**src/rtl/fbx_pkg.sv**
```systemverilog
// fbx_pkg: opcode codes, field positions and reset values for the nibble alu
package fbx_pkg;
    localparam int          WORD_W        = 10;
    localparam int          NIB_W         = 4;
    // full 10-bit opcodes
    localparam logic [9:0]  OP_ADD_MEM    = 10'h00a;
    localparam logic [9:0]  OP_ADD_MEM_C  = 10'h00b;
    localparam logic [9:0]  OP_SET_CARRY  = 10'h007;
    localparam logic [9:0]  OP_CLR_CARRY  = 10'h006;
    localparam logic [9:0]  OP_SKIP_CZ    = 10'h02f;
    localparam logic [9:0]  OP_AND        = 10'h018;
    localparam logic [9:0]  OP_OR         = 10'h019;
    localparam logic [9:0]  OP_CMPL       = 10'h01c;
    localparam logic [9:0]  OP_ROR        = 10'h01d;
    localparam logic [9:0]  OP_SKIP_EQ_M  = 10'h026;
    localparam logic [9:0]  OP_SKIP_EQ_I  = 10'h025;
    // base codes with low immediate field
    localparam logic [5:0]  OP_ADD_IMM_HI = 6'h06;  // 0 6 n
    localparam logic [5:0]  OP_LOAD_A_HI  = 6'h07;  // 0 7 n
    localparam logic [7:0]  OP_SET_BIT_HI = 8'h17;  // 0 5 c + j
    localparam logic [7:0]  OP_CLR_BIT_HI = 8'h13;  // 0 4 c + j
    localparam logic [7:0]  OP_TST_BIT_HI = 8'h08;  // 0 2 j
    localparam int          IMM4_LSB      = 0;
    localparam int          IMM2_LSB      = 0;
    // reset values
    localparam logic [3:0]  ACC_RST       = 4'h0;
    localparam logic        CARRY_RST     = 1'b0;
endpackage : fbx_pkg

```
**src/rtl/fbx_decode.sv**
```systemverilog
// fbx_decode: combinational opcode classifier for the nibble alu
`timescale 1ns/1ps
`default_nettype none
module fbx_decode (
    // instruction word
    input  wire logic [9:0] word,
    // one-hot class flags
    output logic            is_am,
    output logic            is_amc,
    output logic            is_addi,
    output logic            is_and,
    output logic            is_or,
    output logic            is_sc,
    output logic            is_rc,
    output logic            is_szc,
    output logic            is_cma,
    output logic            is_rar,
    output logic            is_sb,
    output logic            is_rb,
    output logic            is_szb,
    output logic            is_skip_if_equal_memory,
    output logic            is_sea,
    output logic            is_la
);
    // plain equality decode, no priority needed: codes never overlap
    assign is_am   = word == fbx_pkg::OP_ADD_MEM;
    assign is_amc  = word == fbx_pkg::OP_ADD_MEM_C;
    assign is_addi = word[9:4] == fbx_pkg::OP_ADD_IMM_HI;
    assign is_and  = word == fbx_pkg::OP_AND;
    assign is_or   = word == fbx_pkg::OP_OR;
    assign is_sc   = word == fbx_pkg::OP_SET_CARRY;
    assign is_rc   = word == fbx_pkg::OP_CLR_CARRY;
    assign is_szc  = word == fbx_pkg::OP_SKIP_CZ;
    assign is_cma  = word == fbx_pkg::OP_CMPL;
    assign is_rar  = word == fbx_pkg::OP_ROR;
    assign is_sb   = word[9:2] == fbx_pkg::OP_SET_BIT_HI;
    assign is_rb   = word[9:2] == fbx_pkg::OP_CLR_BIT_HI;
    assign is_szb  = word[9:2] == fbx_pkg::OP_TST_BIT_HI;
    assign is_skip_if_equal_memory = word == fbx_pkg::OP_SKIP_EQ_M;
    assign is_sea  = word == fbx_pkg::OP_SKIP_EQ_I;
    assign is_la   = word[9:4] == fbx_pkg::OP_LOAD_A_HI;
endmodule // fbx_decode
`default_nettype wire

```
**src/rtl/fbx_alu.sv**
```systemverilog
// fbx_alu: execution of arithmetic, bit and compare-skip instructions
`timescale 1ns/1ps
`default_nettype none
module fbx_alu (
    // clock and reset
    input  wire logic       clk,
    input  wire logic       rst,
    // instruction stream
    input  wire logic       instr_valid,
    input  wire logic [9:0] instr,
    // memory nibble at the data pointer
    input  wire logic [3:0] mem_rdata,
    // architectural state
    output logic [3:0]      acc,
    output logic            carry_flag,
    // memory write back
    output logic            mem_we,
    output logic [3:0]      mem_wdata,
    // skip request for the next fetched word
    output logic            skip_next,
    // second word of compare-immediate pending
    output logic            sea_wait
);
    // ------------------------------------------------------------
    // state
    // ------------------------------------------------------------
    typedef enum logic [1:0] {
        FBX_ST_FIRST  = 2'b01,
        FBX_ST_SECOND = 2'b10
    } fbx_state_t;

    // compare-immediate is the only two-word instruction in this group
    fbx_state_t  state;
    fbx_state_t  next_state;
    logic        skip_now;   // current word is being skipped
    logic        last_la;    // previous valid word was load-immediate, neither skipped nor a compare operand
    // next values, all settled by the single combinational process
    logic [3:0]  next_acc;
    logic        next_carry;
    logic        next_mem_we;
    logic [3:0]  next_mem_wdata;
    logic        next_skip;
    logic        next_last_la;

    // ------------------------------------------------------------
    // decode
    // ------------------------------------------------------------
    logic        is_am;      // add memory
    logic        is_amc;     // add memory with carry
    logic        is_addi;    // add immediate
    logic        is_and;     // and memory
    logic        is_or;      // or memory
    logic        is_sc;      // set carry
    logic        is_rc;      // clear carry
    logic        is_szc;     // skip if carry zero
    logic        is_cma;     // complement accumulator
    logic        is_rar;     // rotate right through carry
    logic        is_sb;      // set memory bit
    logic        is_rb;      // clear memory bit
    logic        is_szb;     // skip if memory bit zero
    logic        is_skip_if_equal_memory;    // skip if equal memory
    logic        is_sea;     // skip if equal immediate, first word
    logic        is_la;      // load accumulator immediate

    // classifier kept apart so the execute logic reads as a table
    fbx_decode u_dec (
        .word    (instr),
        .is_am   (is_am),
        .is_amc  (is_amc),
        .is_addi (is_addi),
        .is_and  (is_and),
        .is_or   (is_or),
        .is_sc   (is_sc),
        .is_rc   (is_rc),
        .is_szc  (is_szc),
        .is_cma  (is_cma),
        .is_rar  (is_rar),
        .is_sb   (is_sb),
        .is_rb   (is_rb),
        .is_szb  (is_szb),
        .is_skip_if_equal_memory (is_skip_if_equal_memory),
        .is_sea  (is_sea),
        .is_la   (is_la)
    );

    // ------------------------------------------------------------
    // datapath terms
    // ------------------------------------------------------------
    // operand slices; the sums keep a fifth bit for the carry-out
    wire [3:0] imm4  = instr[fbx_pkg::IMM4_LSB +: 4];
    wire [1:0] bsel  = instr[fbx_pkg::IMM2_LSB +: 2];
    wire [3:0] bmask = 4'h1 << bsel;
    wire [4:0] sum_m  = {1'b0, acc} + {1'b0, mem_rdata};
    wire [4:0] sum_mc = sum_m + {4'h0, carry_flag};
    wire [4:0] sum_i  = {1'b0, acc} + {1'b0, imm4};
    wire       bit_zero = (mem_rdata & bmask) == 4'h0;
    // a load-immediate right after one is treated as skipped
    wire       la_chain = is_la && last_la;
    // the second compare word is an operand, never an instruction
    wire       in_second = state == FBX_ST_SECOND;
    wire       execute  = instr_valid && !skip_now && !la_chain;

    // ------------------------------------------------------------
    // next-state logic
    // ------------------------------------------------------------
    always_comb begin
        next_state     = state;
        next_acc       = acc;
        next_carry     = carry_flag;
        next_mem_we    = 1'b0;
        next_mem_wdata = mem_rdata;
        next_skip      = skip_now;
        next_last_la   = last_la;
        // idle cycles keep state, acc, carry and skip; mem_we drops and mem_wdata follows mem_rdata
        if (instr_valid) begin
            next_skip    = 1'b0;
            next_last_la = is_la && !in_second && !skip_now;
            unique case (state)
                FBX_ST_SECOND: begin
                    // second word carries the immediate
                    next_state = FBX_ST_FIRST;
                    next_skip  = acc == imm4;
                end
                FBX_ST_FIRST: begin
                    // codes never overlap, so the ifs act as a parallel
                    // select; an unknown code matches none and does nothing
                    if (execute) begin
                        if (is_am)
                            next_acc = sum_m[3:0];
                        if (is_amc) begin
                            next_acc   = sum_mc[3:0];
                            next_carry = sum_mc[4];
                        end
                        if (is_addi) begin
                            next_acc  = sum_i[3:0];
                            next_skip = !sum_i[4];
                        end
                        if (is_and)
                            next_acc = acc & mem_rdata;
                        if (is_or)
                            next_acc = acc | mem_rdata;
                        if (is_sc)
                            next_carry = 1'b1;
                        if (is_rc)
                            next_carry = 1'b0;
                        if (is_szc)
                            next_skip = !carry_flag;
                        if (is_cma)
                            next_acc = ~acc;
                        if (is_rar) begin
                            next_acc   = {carry_flag, acc[3:1]};
                            next_carry = acc[0];
                        end
                        if (is_sb) begin
                            next_mem_we    = 1'b1;
                            next_mem_wdata = mem_rdata | bmask;
                        end
                        if (is_rb) begin
                            next_mem_we    = 1'b1;
                            next_mem_wdata = mem_rdata & ~bmask;
                        end
                        if (is_szb)
                            next_skip = bit_zero;
                        if (is_skip_if_equal_memory)
                            next_skip = acc == mem_rdata;
                        if (is_sea)
                            next_state = FBX_ST_SECOND;
                        if (is_la)
                            next_acc = imm4;
                    end
                end
            endcase
        end
    end

    // ------------------------------------------------------------
    // registers
    // ------------------------------------------------------------
    // one bank of flops; synchronous reset clears every output together
    always_ff @(posedge clk) begin
        if (rst) begin
            state      <= FBX_ST_FIRST;
            acc        <= fbx_pkg::ACC_RST;
            carry_flag <= fbx_pkg::CARRY_RST;
            mem_we     <= 1'b0;
            mem_wdata  <= 4'h0;
            skip_now   <= 1'b0;
            last_la    <= 1'b0;
        end else begin
            state      <= next_state;
            acc        <= next_acc;
            carry_flag <= next_carry;
            mem_we     <= next_mem_we;
            mem_wdata  <= next_mem_wdata;
            skip_now   <= next_skip;
            last_la    <= next_last_la;
        end
    end

    // skip and wait flags come straight from flip-flops
    assign skip_next = skip_now;
    // one-hot code: bit 1 is the wait state itself, no gate on the pin
    assign sea_wait  = state[1];
endmodule // fbx_alu
`default_nettype wire

```
**config.mk**
```make
export PLATFORM = sky130hd
export DESIGN_NAME = fbx_alu
export DESIGN_NICKNAME = d
export VERILOG_FILES = /design/src/rtl/fbx_pkg.sv /design/src/rtl/fbx_decode.sv /design/src/rtl/fbx_alu.sv
export SDC_FILE = /design/constraint.sdc
export NUM_CORES = 1
export LEC_CHECK = 0
export BUFFER_PORTS_ARGS = -buffer_cell sky130_fd_sc_hd__buf_4
export CORE_MARGIN = 2
export CORE_UTILIZATION = 55
export CTS_CLUSTER_SIZE = 30
export DETAILED_ROUTE_END_ITERATION = 12
export GPL_TIMING_DRIVEN = 0
export PLACE_DENSITY = 0.77
export SYNTH_ARGS = -nofsm -noshare
export SYNTH_HDL_FRONTEND = slang
export SYNTH_SLANG_ARGS = --single-unit
```
**constraint.sdc**
```tcl
create_clock -name clk -period 4.3 [get_ports clk]
set_input_delay 0.43 -clock clk [delete_from_list [all_inputs] [get_ports clk]]
set_output_delay 0.43 -clock clk [all_outputs]
set_load 0.02 [all_outputs]
```
==> metrics.yaml <==
min_from: "rst"
coreArea_um2: 2686
start_util_pct: 56.68
yosysWarningCount: 0
report.final.slew_viol_count: 0
htree_levels: 1
fin_crit_sh_pct: 56.03
worstMarginPinSlew_ns: 0.4052
postCtsSetupRepairBufs: 0
drt-wirelength-per-cell_um: 15.79
gp_congestion: 0.9364
powerDensity_nw_per_um2: 180.7
drt-total-wl_mm: 3.994
r2r_slack_ns: 1.89
wl_met2_mm: 1.823
p_sw_share_pct: 31.16
clockPowerShare_pct: 30.9
fp.dieArea_um2: 3205
async_flop_share_pct: 0
ant_nets: 0
most-common-layout-cells: "28 x buf_4, 20 x nor2_1, 14 x inv_1, 14 x ha_1, 14 x dfxtp_1"
finalWorstPathRequiredPeriod_ns: 2.409
dr_wl_met3_um: 341
critPathCaptureType: "flip-flop"
crit_required_ns: 4.54
firstDrtPassIters: 4
r2r_end: "acc[2]$_SDFFE_PP0P_"
netlist-cell-type-count: 55
grt_max_degree: 11
slew-limit-headroom_pct: 72.90
yosysTopAreaCellShare_pct: 18.41
die_x_um: 56.62
cp.arrival_ns: 2.65
synth_area_leader_cell: "dfxtp_1"
fp.dieH_um: 56.62
rows: 19
regToRegStartpoint: "acc[0]$_SDFFE_PP0P_"
hold_path_end: "skip_next$_SDFFE_PP0P_"
p_int_uw: 224.9
path_clk_slew_ns: 0.09
ios: 29
syn_area_um2: 1523
dpl_worst_slack_ns: 1.804
seq_area_frac_synth_pct: 18.41
port_buffers: 28
drtIter0Drc: 76
drive_gt1_share_pct: 22.97
rsz0062_at_grt: "false"
p_comb_share_pct: 27.8
diodes: 0
track_usage_pct: 27.12
via_per_inst: 6.126
final_common_cell: "buf_4"
synthTopCellsByArea: "dfxtp_1 18%, ha_1 12%, mux2i_1 5.9%, nor2_1 4.9%, a21oi_1 3.6%"
seq_power_share_pct: 41.2
hold_violations: 0
num-nets-final: 256
max_freq_mhz: 415.1
syn_area_per_cell_um2: 8.014
setup_viol: 0
ys_ff_latch: 14
outcome: "complete, no violations"
syn_to_final_growth_pct: 18.73
holdCritPathClass: "in2reg"
cts.path.max_buffers: 2
holdBufCountCts: 0
cts_tree: "yes"
cts-resized-gates: 0
cap_violations: 0
grt_pass1_wl_mm: 6.748
setup_ws_ns: 1.891
final.setup.tns_ns: 0
cts_sinks: 14
p_leak_uw: 0.0007746
ir_worst_vdd_v: 0.0001670
highest_layer: "met4"
cts_buffers: 3
synth_enable_flop_cells: 0
crit_fanout: 6
drc: 0
antenna_found_initial: 0
worstSkewPairLatency_ns: 0.30
syn_nets: 223
wl_met1_mm: 1.778
netlist_instances: 190
reg2regPathDepth: 8
skew_ns: 0.003427
synth_ff_type: "dfxtp_1"
vias: 1550
cts-root-buf: "clkbuf_4"
holdPathStages: 2
dp_hpwl_mm: 3.112
overflow: 0
p_sw_uw: 101.8
worstSetupPathType: "reg2reg"
cp-start-kind: "flip-flop"
grt_pass1_vias: 1432
layout make-up:
type                       count  area (µm²)
clock buffer                   4       36.28
multi-input combinational    154        1142
tap                           31       38.79
inverter                      15       56.30
fill                         246       878.3
timing repair buffer          28       210.2
sequential                    14       280.3
buffer                         7       43.79
cells in the mapped netlist (all sizes together) (3+ instances only):
cell type / count
nand3b: 3
ha: 14
nand2: 11
nor3: 10
dfxtp: 14
nor2: 20
a211oi: 5
inv: 15
buf: 5
a21o: 3
xnor2: 4
nand3: 7
o21ai: 10
a21oi: 12
nor2b: 4
nand4: 5
mux2i: 9
critical path, stage by stage (launching register included):
cell	delay, ns
dfxtp_1	0.50
ha_1	0.27
fa_1	0.47
ha_1	0.24
nand4_1	0.10
xnor2_1	0.13
a211oi_1	0.11
or3_1	0.39
a21oi_2	0.13
how the worst max path moves through the flow:
| stage | start | cells past startpoint | slack, ns | to |
|---|---|---|---|---|
| final | acc[0]$_SDFFE_PP0P_ | 8 | 1.89 | acc[2]$_SDFFE_PP0P_ |
| after global routing | acc[0]$_SDFFE_PP0P_ | 8 | 1.81 | acc[2]$_SDFFE_PP0P_ |
| after CTS | acc[0]$_SDFFE_PP0P_ | 8 | 1.89 | acc[2]$_SDFFE_PP0P_ |
| after detailed placement | mem_rdata[0] | 9 | 1.80 | acc[2]$_SDFFE_PP0P_ |
| after global placement | mem_rdata[0] | 9 | 1.86 | acc[2]$_SDFFE_PP0P_ |
| after floorplan | acc[0]$_SDFFE_PP0P_ | 8 | 2.10 | acc[2]$_SDFFE_PP0P_ |
flip-flops by register name, summed over array words and instances (netlist names):
name and cells:
carry_flag 1, skip_next 1, mem_wdata 4, acc 4, last_la 1, state 2, mem_we 1
power groups by stage:
stage	Combinational, µW	Clock (µW)	Sequential, µW
after detailed placement	89.6	0	138
after CTS	90.3	103	135
final	91.0	101	135
after global placement	87.6	0	138
after global routing	101	105	135
after floorplan	50.8	0	141
per-layer routing:
layer	global-route usage, %	vias to the layer above
li1	-	766
met1	38.02	699
met2	43.02	78
met3	3.917	7
met4	8.163	0
met5	0	-
per-stage QoR:
stage          total power, µW  util (%)  hold slack [ns]  instances  cell area (µm²)
2_1_floorplan            191.6         -           0.4784        190             1523
3_3_place_gp             225.2     65.95           0.4923        249             1772
3_5_place_dp             227.2     65.95           0.4996        249             1772
4_1_cts                  328.0     67.30           0.3528        253             1808
5_1_grt                  340.3     67.30           0.3678        253             1808
6_report                 326.7     67.30           0.3570        253             1808
cell families (layout without fill, tap and decap cells):
family	after synthesis	in the layout	synth area share, %
AND/OR/NAND/NOR	76	76	28.27
AO/OA/AOI/OAI	45	45	20.30
buffers and inverters	22	54	6.573
adder cells (fa/ha/maj)	16	16	14.13
flip-flops	14	14	18.41
multiplexers	11	11	8.874
XOR/XNOR	6	6	3.451
No activity file was read; power rests on OpenSTA's default activity.
